===== src/rtl/xbr_pkg.sv =====
// Purpose: Shared constants and types for the external bus background read engine
// Assumes: Classic Wishbone slave, 32-bit data, byte addresses
// Notes: Offsets are word aligned
package xbr_pkg;
    localparam int XBR_AW = 8;
    localparam logic [7:0] XBR_OFS_MODE = 8'h00;
    localparam logic [7:0] XBR_OFS_RIS = 8'h04;
    localparam logic [7:0] XBR_OFS_MIS = 8'h08;
    localparam logic [7:0] XBR_OFS_IEN = 8'h0c;
    localparam logic [7:0] XBR_OFS_ERR = 8'h10;
    localparam logic [7:0] XBR_OFS_FCFG = 8'h14;
    localparam logic [7:0] XBR_OFS_RXCNT = 8'h18;
    localparam logic [7:0] XBR_OFS_TXFREE = 8'h1c;
    localparam logic [7:0] XBR_OFS_RDATA = 8'h20;
    localparam logic [7:0] XBR_OFS_CH0_CFG = 8'h30;
    localparam logic [7:0] XBR_OFS_CH0_ADDR = 8'h34;
    localparam logic [7:0] XBR_OFS_CH0_CMD = 8'h38;
    localparam logic [7:0] XBR_OFS_CH0_REM = 8'h3c;
    localparam logic [7:0] XBR_CH_STRIDE = 8'h10;
    // Field positions
    localparam int XBR_INT_TXREQ = 0;
    localparam int XBR_INT_RXREQ = 1;
    localparam int XBR_INT_ERR = 2;
    localparam int XBR_ERR_WTFULL = 0;
    localparam int XBR_ERR_RSTALL = 1;
    localparam int XBR_ERR_TIMEOUT = 2;
    localparam int XBR_CMD_START = 31;
    localparam int XBR_CMD_STOP = 30;
    // Widths and depths
    localparam int XBR_CNT_W = 12;
    localparam int XBR_RXF_DEPTH = 8;
    localparam int XBR_RXF_PW = 3;
    localparam int XBR_TXF_DEPTH = 4;
    localparam logic [2:0] XBR_TXF_FREE_RST = 3'h4;
    // Reset values
    localparam logic [2:0] XBR_MODE_RST = 3'h0;
    localparam logic [3:0] XBR_FCFG_RST = 4'h2;
    typedef enum logic [2:0] {
        interface_off_mode = 3'h0,
        general_purpose_bus_mode = 3'h1,
        sync_dram_mode = 3'h2,
        host_bus_byte_mode = 3'h3,
        host_bus_halfword_mode = 3'h4
    } xbr_mode_type;
    typedef enum logic [1:0] {
        item_size_byte = 2'h0,
        item_size_halfword = 2'h1,
        item_size_word = 2'h2
    } xbr_size_type;
endpackage : xbr_pkg


===== src/rtl/xbr_chan.sv =====
// Purpose: One background read channel: address, size and remaining count
// Assumes: Start and stop are one-cycle pulses from the register block
// Notes: Channel holds its address across transactions
`default_nettype none
module xbr_chan
    import xbr_pkg::*;
(
    input wire logic clk_i,
    input wire logic rst_i,
    input wire logic cfg_we_i,
    input wire logic [1:0] cfg_size_i,
    input wire logic addr_we_i,
    input wire logic [31:0] addr_i,
    input wire logic start_i,
    input wire logic stop_i,
    input wire logic [XBR_CNT_W-1:0] count_i,
    input wire logic fetched_i,
    output logic busy_o,
    output logic [1:0] size_o,
    output logic [31:0] addr_o,
    output logic [XBR_CNT_W-1:0] remain_o
);
    logic [1:0] size_q, size_d;
    logic [31:0] addr_q, addr_d;
    logic [XBR_CNT_W-1:0] rem_q, rem_d;
    logic [2:0] step;

    always_comb
    begin
        unique case (xbr_size_type'(size_q))
            item_size_halfword: step = 3'h2;
            item_size_word: step = 3'h4;
            default: step = 3'h1;
        endcase
    end

    always_comb
    begin
        size_d = size_q;
        addr_d = addr_q;
        rem_d = rem_q;
        if (cfg_we_i && cfg_size_i <= 2'h2)
        begin
            size_d = cfg_size_i;
        end
        if (addr_we_i)
        begin
            addr_d = addr_i;
        end
        if (fetched_i && rem_q != '0)
        begin
            addr_d = addr_q + 32'(step);
            rem_d = rem_q - 1'b1;
        end
        if (stop_i)
        begin
            rem_d = '0;
        end
        else if (start_i && count_i != '0 && rem_q == '0)
        begin
            rem_d = count_i;
        end
    end

    always_ff @(posedge clk_i)
    begin
        if (rst_i)
        begin
            size_q <= 2'h2;
            addr_q <= 32'h0;
            rem_q <= '0;
        end
        else
        begin
            size_q <= size_d;
            addr_q <= addr_d;
            rem_q <= rem_d;
        end
    end

    assign busy_o = rem_q != '0;
    assign size_o = size_q;
    assign addr_o = addr_q;
    assign remain_o = rem_q;
endmodule // xbr_chan
`default_nettype wire


===== src/rtl/xbr_top.sv =====
// Purpose: External bus interface mode, interrupt status and two-channel background read engine
// Assumes: Classic Wishbone slave at 250 MHz; external read port answers with ext_rvalid_i
// Notes: One read outstanding at a time; channel 0 has priority when both are busy
//
// What this block does
// - Exactly one usage mode is active: general, sync DRAM, byte host, halfword host, off.
// - Any mode but off enables the interface; off disables it.
// - Raw and masked interrupt status views are both readable.
// - Status holds write request, read request and summary error flags.
// - Each source has an enable; only enabled sources drive the interrupt line.
// - Two independent read channels, usable alone or together; channel 0 is served first until it finishes.
// - Each channel takes an item size of 8, 16 or 32 bits.
// - Channel start address is relative to the external device, origin zero.
// - Channel keeps its address so a new start continues sequentially.
// - Start command carries an item count from 1 to 4095.
// - After start the engine reads autonomously and pushes items into the read FIFO.
// - Reads pause while the read FIFO is full and resume when space frees.
// - A stop command cancels a channel's transaction in progress.
// - Each channel's remaining item count is readable.
// - The number of items held in the read FIFO is readable.
// - Each read of the FIFO data location pops one item at its width.
// - The number of empty write FIFO slots is readable.
// - Write request while below trigger; read request while above trigger.
// - Error flag from write-full, read stall or timeout, each readable and clearable.
`default_nettype none
module xbr_top
    import xbr_pkg::*;
(
    input wire logic clk_i,
    input wire logic rst_i,
    input wire logic wb_cyc_i,
    input wire logic wb_stb_i,
    input wire logic wb_we_i,
    input wire logic [XBR_AW-1:0] wb_adr_i,
    input wire logic [3:0] wb_sel_i,
    input wire logic [31:0] wb_dat_i,
    output logic [31:0] wb_dat_o,
    output logic wb_ack_o,
    output logic ext_rreq_o,
    output logic [31:0] ext_raddr_o,
    output logic [1:0] ext_rsize_o,
    input wire logic ext_rvalid_i,
    input wire logic [31:0] ext_rdata_i,
    input wire logic [2:0] txf_used_i,
    input wire logic err_wtfull_i,
    input wire logic err_rstall_i,
    input wire logic err_timeout_i,
    output logic enable_o,
    output logic [2:0] mode_o,
    output logic irq_o
);
    logic [2:0] mode_q, mode_d;
    logic en_q, en_d;
    logic [2:0] ien_q, ien_d;
    logic [2:0] err_q, err_d;
    logic [3:0] fcfg_q, fcfg_d;
    logic ack_q, ack_d;
    logic [31:0] dat_q, dat_d;
    logic irq_q, irq_d;
    logic rreq_q, rreq_d;
    logic [31:0] raddr_q, raddr_d;
    logic [1:0] rsize_q, rsize_d;
    logic own_q, own_d;
    logic [31:0] rxf_mem [XBR_RXF_DEPTH];
    logic [1:0] rxf_sz [XBR_RXF_DEPTH];
    logic [XBR_RXF_PW-1:0] wp_q, wp_d, rp_q, rp_d;
    logic [XBR_RXF_PW:0] cnt_q, cnt_d;
    logic [2:0] wsync1_q, wsync2_q;
    logic [2:0] esync1_q, esync2_q;
    logic vsync1_q, vsync2_q;
    logic [31:0] dsync1_q, dsync2_q;
    logic acc, wr, rd, push, pop;
    logic [2:0] raw, tx_free;
    logic [1:0] cfg_we, addr_we, start, stop, fetched, busy;
    logic [1:0] ch_size [2];
    logic [31:0] ch_addr [2];
    logic [XBR_CNT_W-1:0] ch_rem [2];

    // Mask an item down to the width it was fetched at
    function automatic logic [31:0] size_mask(input logic [1:0] sz, input logic [31:0] d);
        unique case (xbr_size_type'(sz))
            item_size_byte: size_mask = {24'h0, d[7:0]};
            item_size_halfword: size_mask = {16'h0, d[15:0]};
            default: size_mask = d;
        endcase
    endfunction

    function automatic logic hit(input logic [XBR_AW-1:0] a, input logic [7:0] ofs);
        hit = a == ofs[XBR_AW-1:0];
    endfunction

    // External inputs come from the bus unit's own pin logic; resynchronised
    always_ff @(posedge clk_i)
    begin
        if (rst_i)
        begin
            wsync1_q <= 3'h0;
            wsync2_q <= 3'h0;
            esync1_q <= 3'h0;
            esync2_q <= 3'h0;
            vsync1_q <= 1'b0;
            vsync2_q <= 1'b0;
            dsync1_q <= 32'h0;
            dsync2_q <= 32'h0;
        end
        else
        begin
            wsync1_q <= txf_used_i;
            wsync2_q <= wsync1_q;
            esync1_q <= {err_timeout_i, err_rstall_i, err_wtfull_i};
            esync2_q <= esync1_q;
            vsync1_q <= ext_rvalid_i;
            vsync2_q <= vsync1_q;
            dsync1_q <= ext_rdata_i;
            dsync2_q <= dsync1_q;
        end
    end

    assign acc = wb_cyc_i && wb_stb_i && !ack_q;
    assign wr = acc && wb_we_i && wb_sel_i[0];
    assign rd = acc && !wb_we_i;
    assign tx_free = XBR_TXF_FREE_RST - wsync2_q;
    assign pop = rd && hit(wb_adr_i, XBR_OFS_RDATA) && cnt_q != '0;
    assign push = rreq_q && vsync2_q;
    assign raw[XBR_INT_TXREQ] = {1'b0, wsync2_q} < ({2'h0, fcfg_q[1:0]} + 4'h0);
    assign raw[XBR_INT_RXREQ] = cnt_q > {1'b0, fcfg_q[3:2], 1'b0};
    assign raw[XBR_INT_ERR] = err_q != 3'h0;

    generate
        for (genvar c = 0; c < 2; c++)
        begin : g_ch
            localparam logic [7:0] BASE = XBR_OFS_CH0_CFG + 8'(c) * XBR_CH_STRIDE;
            assign cfg_we[c] = wr && hit(wb_adr_i, BASE);
            assign addr_we[c] = wr && hit(wb_adr_i, BASE + 8'h4);
            assign start[c] = wr && hit(wb_adr_i, BASE + 8'h8) && wb_dat_i[XBR_CMD_START];
            assign stop[c] = wr && hit(wb_adr_i, BASE + 8'h8) && wb_dat_i[XBR_CMD_STOP];
            assign fetched[c] = push && (own_q == 1'(c));
            xbr_chan u_chan (
                .clk_i(clk_i),
                .rst_i(rst_i),
                .cfg_we_i(cfg_we[c]),
                .cfg_size_i(wb_dat_i[1:0]),
                .addr_we_i(addr_we[c]),
                .addr_i(wb_dat_i),
                .start_i(start[c]),
                .stop_i(stop[c]),
                .count_i(wb_dat_i[XBR_CNT_W-1:0]),
                .fetched_i(fetched[c]),
                .busy_o(busy[c]),
                .size_o(ch_size[c]),
                .addr_o(ch_addr[c]),
                .remain_o(ch_rem[c])
            );
        end
    endgenerate

    // Issue engine: one request outstanding; room is reserved before issuing
    // The resynchronised valid of the last answer must clear first, or it would push a stale item
    always_comb
    begin
        rreq_d = rreq_q;
        raddr_d = raddr_q;
        rsize_d = rsize_q;
        own_d = own_q;
        if (rreq_q && (vsync2_q || !busy[own_q]))
        begin
            rreq_d = 1'b0;
        end
        else if (!rreq_q && !vsync1_q && !vsync2_q && mode_q != XBR_MODE_RST
            && cnt_q < XBR_RXF_DEPTH[XBR_RXF_PW:0])
        begin
            if (busy[0] || busy[1])
            begin
                own_d = !busy[0];
                rreq_d = 1'b1;
                raddr_d = busy[0] ? ch_addr[0] : ch_addr[1];
                rsize_d = busy[0] ? ch_size[0] : ch_size[1];
            end
        end
    end

    always_comb
    begin
        wp_d = wp_q;
        rp_d = rp_q;
        cnt_d = cnt_q;
        if (push)
        begin
            wp_d = wp_q + 1'b1;
        end
        if (pop)
        begin
            rp_d = rp_q + 1'b1;
        end
        cnt_d = cnt_q + {{XBR_RXF_PW{1'b0}}, push} - {{XBR_RXF_PW{1'b0}}, pop};
    end

    always_ff @(posedge clk_i)
    begin
        if (push)
        begin
            rxf_mem[wp_q] <= size_mask(rsize_q, dsync2_q);
            rxf_sz[wp_q] <= rsize_q;
        end
    end

    always_comb
    begin
        mode_d = mode_q;
        ien_d = ien_q;
        fcfg_d = fcfg_q;
        err_d = err_q;
        ack_d = acc;
        dat_d = 32'h0;
        if (wr && hit(wb_adr_i, XBR_OFS_MODE) && wb_dat_i[2:0] <= 3'h4)
        begin
            mode_d = wb_dat_i[2:0];
        end
        en_d = mode_d != XBR_MODE_RST;
        if (wr && hit(wb_adr_i, XBR_OFS_IEN))
        begin
            ien_d = wb_dat_i[2:0];
        end
        if (wr && hit(wb_adr_i, XBR_OFS_FCFG))
        begin
            fcfg_d = wb_dat_i[3:0];
        end
        // Write one to clear; a new event in the same cycle wins
        if (wr && hit(wb_adr_i, XBR_OFS_ERR))
        begin
            err_d = err_q & ~wb_dat_i[2:0];
        end
        err_d = err_d | esync2_q;
        if (rd)
        begin
            if (hit(wb_adr_i, XBR_OFS_MODE))
                dat_d = {29'h0, mode_q};
            else if (hit(wb_adr_i, XBR_OFS_RIS))
                dat_d = {29'h0, raw};
            else if (hit(wb_adr_i, XBR_OFS_MIS))
                dat_d = {29'h0, raw & ien_q};
            else if (hit(wb_adr_i, XBR_OFS_IEN))
                dat_d = {29'h0, ien_q};
            else if (hit(wb_adr_i, XBR_OFS_ERR))
                dat_d = {29'h0, err_q};
            else if (hit(wb_adr_i, XBR_OFS_FCFG))
                dat_d = {28'h0, fcfg_q};
            else if (hit(wb_adr_i, XBR_OFS_RXCNT))
                dat_d = {28'h0, cnt_q};
            else if (hit(wb_adr_i, XBR_OFS_TXFREE))
                dat_d = {29'h0, tx_free};
            else if (hit(wb_adr_i, XBR_OFS_RDATA))
                dat_d = (cnt_q != '0) ? size_mask(rxf_sz[rp_q], rxf_mem[rp_q]) : 32'h0;
            else if (hit(wb_adr_i, XBR_OFS_CH0_CFG))
                dat_d = {30'h0, ch_size[0]};
            else if (hit(wb_adr_i, XBR_OFS_CH0_ADDR))
                dat_d = ch_addr[0];
            else if (hit(wb_adr_i, XBR_OFS_CH0_REM))
                dat_d = {20'h0, ch_rem[0]};
            else if (hit(wb_adr_i, XBR_OFS_CH0_CFG + XBR_CH_STRIDE))
                dat_d = {30'h0, ch_size[1]};
            else if (hit(wb_adr_i, XBR_OFS_CH0_ADDR + XBR_CH_STRIDE))
                dat_d = ch_addr[1];
            else if (hit(wb_adr_i, XBR_OFS_CH0_REM + XBR_CH_STRIDE))
                dat_d = {20'h0, ch_rem[1]};
        end
        irq_d = |(raw & ien_q);
    end

    always_ff @(posedge clk_i)
    begin
        if (rst_i)
        begin
            mode_q <= XBR_MODE_RST;
            en_q <= 1'b0;
            ien_q <= 3'h0;
            fcfg_q <= XBR_FCFG_RST;
            err_q <= 3'h0;
            ack_q <= 1'b0;
            dat_q <= 32'h0;
            irq_q <= 1'b0;
            rreq_q <= 1'b0;
            raddr_q <= 32'h0;
            rsize_q <= 2'h0;
            own_q <= 1'b0;
            wp_q <= '0;
            rp_q <= '0;
            cnt_q <= '0;
        end
        else
        begin
            mode_q <= mode_d;
            en_q <= en_d;
            ien_q <= ien_d;
            fcfg_q <= fcfg_d;
            err_q <= err_d;
            ack_q <= ack_d;
            dat_q <= dat_d;
            irq_q <= irq_d;
            rreq_q <= rreq_d;
            raddr_q <= raddr_d;
            rsize_q <= rsize_d;
            own_q <= own_d;
            wp_q <= wp_d;
            rp_q <= rp_d;
            cnt_q <= cnt_d;
        end
    end

    assign wb_ack_o = ack_q;
    assign wb_dat_o = dat_q;
    assign ext_rreq_o = rreq_q;
    assign ext_raddr_o = raddr_q;
    assign ext_rsize_o = rsize_q;
    assign mode_o = mode_q;
    assign enable_o = en_q;
    assign irq_o = irq_q;
endmodule // xbr_top
`default_nettype wire


===== config.mk =====
export PLATFORM = sky130hd
export DESIGN_NAME = xbr_top
export DESIGN_NICKNAME = d
export VERILOG_FILES = /design/src/rtl/xbr_pkg.sv /design/src/rtl/xbr_chan.sv /design/src/rtl/xbr_top.sv
export SDC_FILE = /design/constraint.sdc
export NUM_CORES = 1
export LEC_CHECK = 0
export ABC_AREA = 1
export BUFFER_PORTS_ARGS = -buffer_cell sky130_fd_sc_hd__buf_4
export CORE_ASPECT_RATIO = 1.4
export CORE_UTILIZATION = 45
export CTS_BUF_LIST = sky130_fd_sc_hd__clkbuf_8
export DETAILED_ROUTE_END_ITERATION = 6
export MAX_ROUTING_LAYER = met4
export PLACE_DENSITY_LB_ADDON = 0.15
export SYNTH_ARGS = -nofsm -noshare
export SYNTH_HDL_FRONTEND = slang
export SYNTH_SLANG_ARGS = --single-unit

===== constraint.sdc =====
create_clock -name clk_i -period 5.9 [get_ports clk_i]
set_input_delay 0.295 -clock clk_i [delete_from_list [all_inputs] [get_ports clk_i]]
set_output_delay 0.295 -clock clk_i [all_outputs]
set_load 0.01 [all_outputs]

==> flow_summary_export.csv <==
group,metric,value,unit
global_routing,wire_length_of_the_first_global_routing_pass,112900,µm
power_and_ir_drop,power_total,7.228,mW
yosys,synth_enable_flop_cells,272,
flow_run,max_cap_violations,0,
detailed_routing,drt-total-wl,73920,µm
final_layout,design_area,27900,µm²
global_routing,grt_pass1_vias,19596,
yosys,mappedNetlistNets,2805,
placement,pre_cts_ws,2510,ps
detailed_routing,via_count,20164,
worst_setup_path,crit_path_cell_trace,"inv_1 > ha_1 > ha_1 > inv_1 > fa_1 > inv_1 > nand2_1 > a21oi_2 > inv_1 > nor2_1 > inv_1 > nor4_1 > or2_2 > nand3_1 > nand2_1 > a21oi_1",
detailed_routing,top_layer,"met4",
yosys,synth.yosys.warnings,0,
die,ios,161,
worst_setup_path,worst_r2r_endpoint,"g_ch[1].u_chan.addr_o[28]",
sta,period_needed,3448,ps
clock_tree,clkSlewWorstSetupHoldPaths,70,ps
yosys,synth.distinct_cells,55,
placement,placement.cell_area,25600,µm²
sta,hold_ws,38.82,ps
global_routing,grt_antenna_before_repair,2,
power_and_ir_drop,p_sw,1.637,mW
final_layout,finish.net_count,3002,
sta,final-max-slew-violation-count,0,
placement,gpl.final_weighted_congestion,0.9688,
clock_tree,clock-sinks,539,
worst_setup_path,timing.critical_path.mode_cell,"sky130_fd_sc_hd__inv_1",
clock_tree,post_cts_resize_count,0,
global_routing,grt_max_degree,126,
placement,dp.final_hpwl,48070,µm
final_layout,drive_gt1_share,12.34,%
sta,setup-tns-final,0,ps
clock_tree,cts_tree,"done",
worst_setup_path,critPathLaunchType,"flop",
sta,finalSetupViolCount,0,
worst_hold_path,hold-path-cell-count,5,
yosys,syn-mean-instance-area,8.876,µm²
detailed_routing,detail_route.wirelength.met1,29920,µm
sta,grt_setup_unrepaired,"false",
clock_tree,cts.htree.levels,3,
die,count_of_standard_cell_rows,99,
yosys,ys_seq_elements,539,
die,die-height,274.5,µm
sta,least_setup_slack_across_all_paths_after_layout,2452,ps
sta,relSlewSlack,27.71,%
yosys,synth_sequential_area_ratio,56.62,%
clock_tree,cts_inserted_buffers,84,
yosys,syn-cell-area,23870,µm²
final_layout,stdcell_count,3667,
detailed_routing,routed-wl-met3,4631,µm
power_and_ir_drop,power-per-cell-area,259.0,nW/µm²
detailed_routing,drt_iter0_drc,1582,
global_routing,overflow,0,
worst_setup_path,timing_worst_setup_path_type,"flop to flop",
worst_setup_path,cp.depth,16,
sta,post-route-period-util,58.44,%
die,design.core.area,52270,µm²
clock_tree,clk_latency,690,ps
worst_setup_path,worst-endpoint-arrival,4000,ps
detailed_routing,avgRoutedWirePerCell,20.16,µm
power_and_ir_drop,vdd_ir_drop_max,166.9,µV
worst_setup_path,timing.critical_path.max_delay_family,"simple AND/OR/NAND/NOR gates",
power_and_ir_drop,power.share.combinational,2.6,%
sta,fmaxAchievable,290.0,MHz
worst_hold_path,timing.hold.worst.class,"input pin to flop",
detailed_routing,drcViolationCount,0,
power_and_ir_drop,clock_power_share,42.9,%
worst_setup_path,rrSetupSlack,2450,ps
placement,placed_cells,3443,
worst_hold_path,holdPathEnd,"g_ch[0].u_chan.addr_o[23]",
worst_setup_path,cpMaxStageDelayCell,"sky130_fd_sc_hd__a21oi_2",
power_and_ir_drop,seq_power_share,54.5,%
worst_setup_path,worst-path-max-fanout,4,
detailed_routing,met2WireLength,36450,µm
worst_setup_path,worst-r2r-cell-count,16,
die,initial_utilization,45.66,%
worst_setup_path,crit_required,6450,ps
yosys,async_reset_ff_share,0,%
clock_tree,max-clock-path-buffers,3,
placement,port_buffers,157,
worst_setup_path,worst_reg2reg_path_startpoint,"g_ch[1].u_chan.size_o[0]",
die,design.die.area,53970,µm²
final_layout,area_growth,16.92,%
yosys,synth_cells,2689,
clock_tree,clockRootBuffer,"sky130_fd_sc_hd__clkbuf_8",
die,die_width,196.6,µm
power_and_ir_drop,power_report.internal_total,5.591,mW
sta,hold_violations,0,
worst_hold_path,min-delay-start,"wb_dat_i[23]",
status,outcome,"finished clean",
power_and_ir_drop,power.share.switching,22.65,%
worst_setup_path,timing.critical_path.buf_inv,5,
detailed_routing,drt.antenna.violating_nets,0,
worst_setup_path,critical_path.max_stage_delay,450,ps
global_routing,grt_use_total,28.30,%
sta,worst_clock_skew,28.88,ps
detailed_routing,drt-pass1-iter-count,6,
sta,timing_worst_slew_pin_value,1084,ps
final_layout,final_core_util,53.38,%
detailed_routing,route.detailed.vias_per_inst,5.499,
worst_setup_path,timing.critical_path.to_type,"flop",
yosys,postSynth.topFlopCell,"sky130_fd_sc_hd__edfxtp_1",
power_and_ir_drop,leakage,10.82,nW
timing repair:
item | in CTS | in global routing
setup buffers | 0 | 0
hold buffers | 64 | 0
hold endpoints to repair | 77 | 0
sequential cells by signal, indices dropped and copies added, names as in the netlist, 3 cells and up, named ones only:
signal / count
g_ch.u_chan.addr_o: 64
dsync2_q: 32
wsync1_q: 3
mode_o: 3
rxf_mem: 256
err_q: 3
rxf_sz: 16
esync1_q: 3
esync2_q: 3
g_ch.u_chan.size_o: 4
wb_dat_o: 32
rp_q: 3
wsync2_q: 3
fcfg_q: 4
cnt_q: 4
dsync1_q: 32
ext_raddr_o: 32
g_ch.u_chan.remain_o: 24
ien_q: 3
wp_q: 3
kinds of logic after synthesis:
kind of cell | share of synthesized area, %
AO/OA/AOI/OAI | 15.20
XOR/XNOR | 1.101
adder cells (fa/ha/maj) | 1.562
buffers and inverters | 7.465
flip-flops | 56.62
multiplexers | 0.04194
AND/OR/NAND/NOR | 18.01
Yosys cell counts (all sizes together), types with 2 or more instances:
cell type,instances,share of area [%]
o2111ai,16,0.59
xnor2,5,0.18
xor2,25,0.92
o21ai,303,6.4
o221ai,37,1.4
nor4,16,0.42
o22ai,26,0.68
a21oi,110,2.3
inv,313,4.9
a221oi,8,0.29
or2,13,0.34
o211ai,16,0.50
nor3b,2,0.063
a31oi,85,2.3
buf,49,1.1
edfxtp,272,34
nand4,30,0.79
dfxtp,267,22
clkinv,5,0.079
clkbuf,84,1.3
nand3,82,1.7
ha,25,1.3
o31ai,12,0.38
fa,3,0.25
a211oi,5,0.16
nor2,403,6.8
nand2,423,6.8
o21bai,2,0.063
nor3,44,1.0
power by group through the flow:
stage               clock network, mW  logic [mW]  registers, mW
finish                           3.10       0.187           3.94
global route                     3.33       0.204           3.94
CTS                              3.16       0.187           3.94
detailed placement                  0       0.152           4.02
global placement                    0       0.151           4.02
floorplan                           0      0.0684           4.02
worst max path at each step:
stage                                           from                   endpoint
after floorplan                           ext_rreq_o              rxf_mem[0][0]
after global placement    g_ch[0].u_chan.remain_o[0]  g_ch[0].u_chan.addr_o[18]
after detailed placement  g_ch[0].u_chan.remain_o[0]   g_ch[0].u_chan.addr_o[6]
after CTS                 g_ch[0].u_chan.remain_o[0]   g_ch[0].u_chan.addr_o[9]
after global routing      g_ch[0].u_chan.remain_o[0]  g_ch[0].u_chan.addr_o[10]
final                       g_ch[1].u_chan.size_o[0]  g_ch[1].u_chan.addr_o[28]
worst reg2reg max path, cell delays in order, from the launching register on:
cell and delay, ps:
sky130_fd_sc_hd__dfxtp_1 380, sky130_fd_sc_hd__inv_1 90, sky130_fd_sc_hd__ha_1 280, sky130_fd_sc_hd__ha_1 190, sky130_fd_sc_hd__inv_1 90, sky130_fd_sc_hd__fa_1 360, sky130_fd_sc_hd__inv_1 70, sky130_fd_sc_hd__nand2_1 70
sky130_fd_sc_hd__a21oi_2 450, sky130_fd_sc_hd__inv_1 240, sky130_fd_sc_hd__nor2_1 190, sky130_fd_sc_hd__inv_1 100, sky130_fd_sc_hd__nor4_1 400, sky130_fd_sc_hd__or2_2 200, sky130_fd_sc_hd__nand3_1 60, sky130_fd_sc_hd__nand2_1 70
sky130_fd_sc_hd__a21oi_1 60
routing by layer:
| metal | vias up | track usage, % |
|---|---|---|
| li1 | 9544 | - |
| met1 | 9700 | 34.23 |
| met2 | 749 | 47.00 |
| met3 | 171 | 3.948 |
| met4 | 0 | 12.69 |
| met5 | - | - |
layout make-up:
class | instances | area (µm²)
antenna | 2 | 5.005
clock buffer | 95 | 1308
clock inverter | 63 | 350.3
fill | 4932 | 24370
inverter | 318 | 1200
multi-input combinational | 1699 | 8632
sequential | 539 | 13520
tap | 707 | 884.6
timing repair buffer | 244 | 2004
placed cells by master, fill, tap and decap left out, types with 3 or more instances in the layout:
cell / netlist / final
sky130_fd_sc_hd__xnor2_1: 5 / 5
sky130_fd_sc_hd__nor3_2: 4 / 4
sky130_fd_sc_hd__a211oi_1: 5 / 5
sky130_fd_sc_hd__clkinv_2: 0 / 14
sky130_fd_sc_hd__nor2_2: 6 / 6
sky130_fd_sc_hd__nor3_1: 40 / 40
sky130_fd_sc_hd__nor4_1: 16 / 16
sky130_fd_sc_hd__inv_2: 11 / 11
sky130_fd_sc_hd__o22ai_1: 26 / 26
sky130_fd_sc_hd__nand2_2: 6 / 6
sky130_fd_sc_hd__o31ai_1: 12 / 12
sky130_fd_sc_hd__xor2_1: 25 / 25
sky130_fd_sc_hd__o21ai_0: 271 / 271
sky130_fd_sc_hd__a31oi_1: 83 / 83
sky130_fd_sc_hd__fa_1: 3 / 3
sky130_fd_sc_hd__dlygate4sd3_1: 0 / 64
sky130_fd_sc_hd__a221oi_1: 8 / 8
sky130_fd_sc_hd__o221ai_1: 37 / 37
sky130_fd_sc_hd__nor2_1: 387 / 379
sky130_fd_sc_hd__o211ai_1: 16 / 16
sky130_fd_sc_hd__clkbuf_8: 0 / 95
sky130_fd_sc_hd__buf_4: 5 / 179
sky130_fd_sc_hd__edfxtp_1: 272 / 272
sky130_fd_sc_hd__dfxtp_1: 267 / 265
sky130_fd_sc_hd__a21oi_1: 109 / 109
sky130_fd_sc_hd__nand4_1: 30 / 30
sky130_fd_sc_hd__nand3_1: 82 / 82
sky130_fd_sc_hd__ha_1: 25 / 25
sky130_fd_sc_hd__inv_1: 300 / 334
sky130_fd_sc_hd__or2_2: 11 / 11
sky130_fd_sc_hd__o2111ai_1: 16 / 16
sky130_fd_sc_hd__clkinv_1: 5 / 11
sky130_fd_sc_hd__nand2_1: 415 / 415
sky130_fd_sc_hd__nor2_4: 8 / 16
sky130_fd_sc_hd__o21ai_1: 31 / 31
Note: power is estimated with default switching activity, not from simulation.
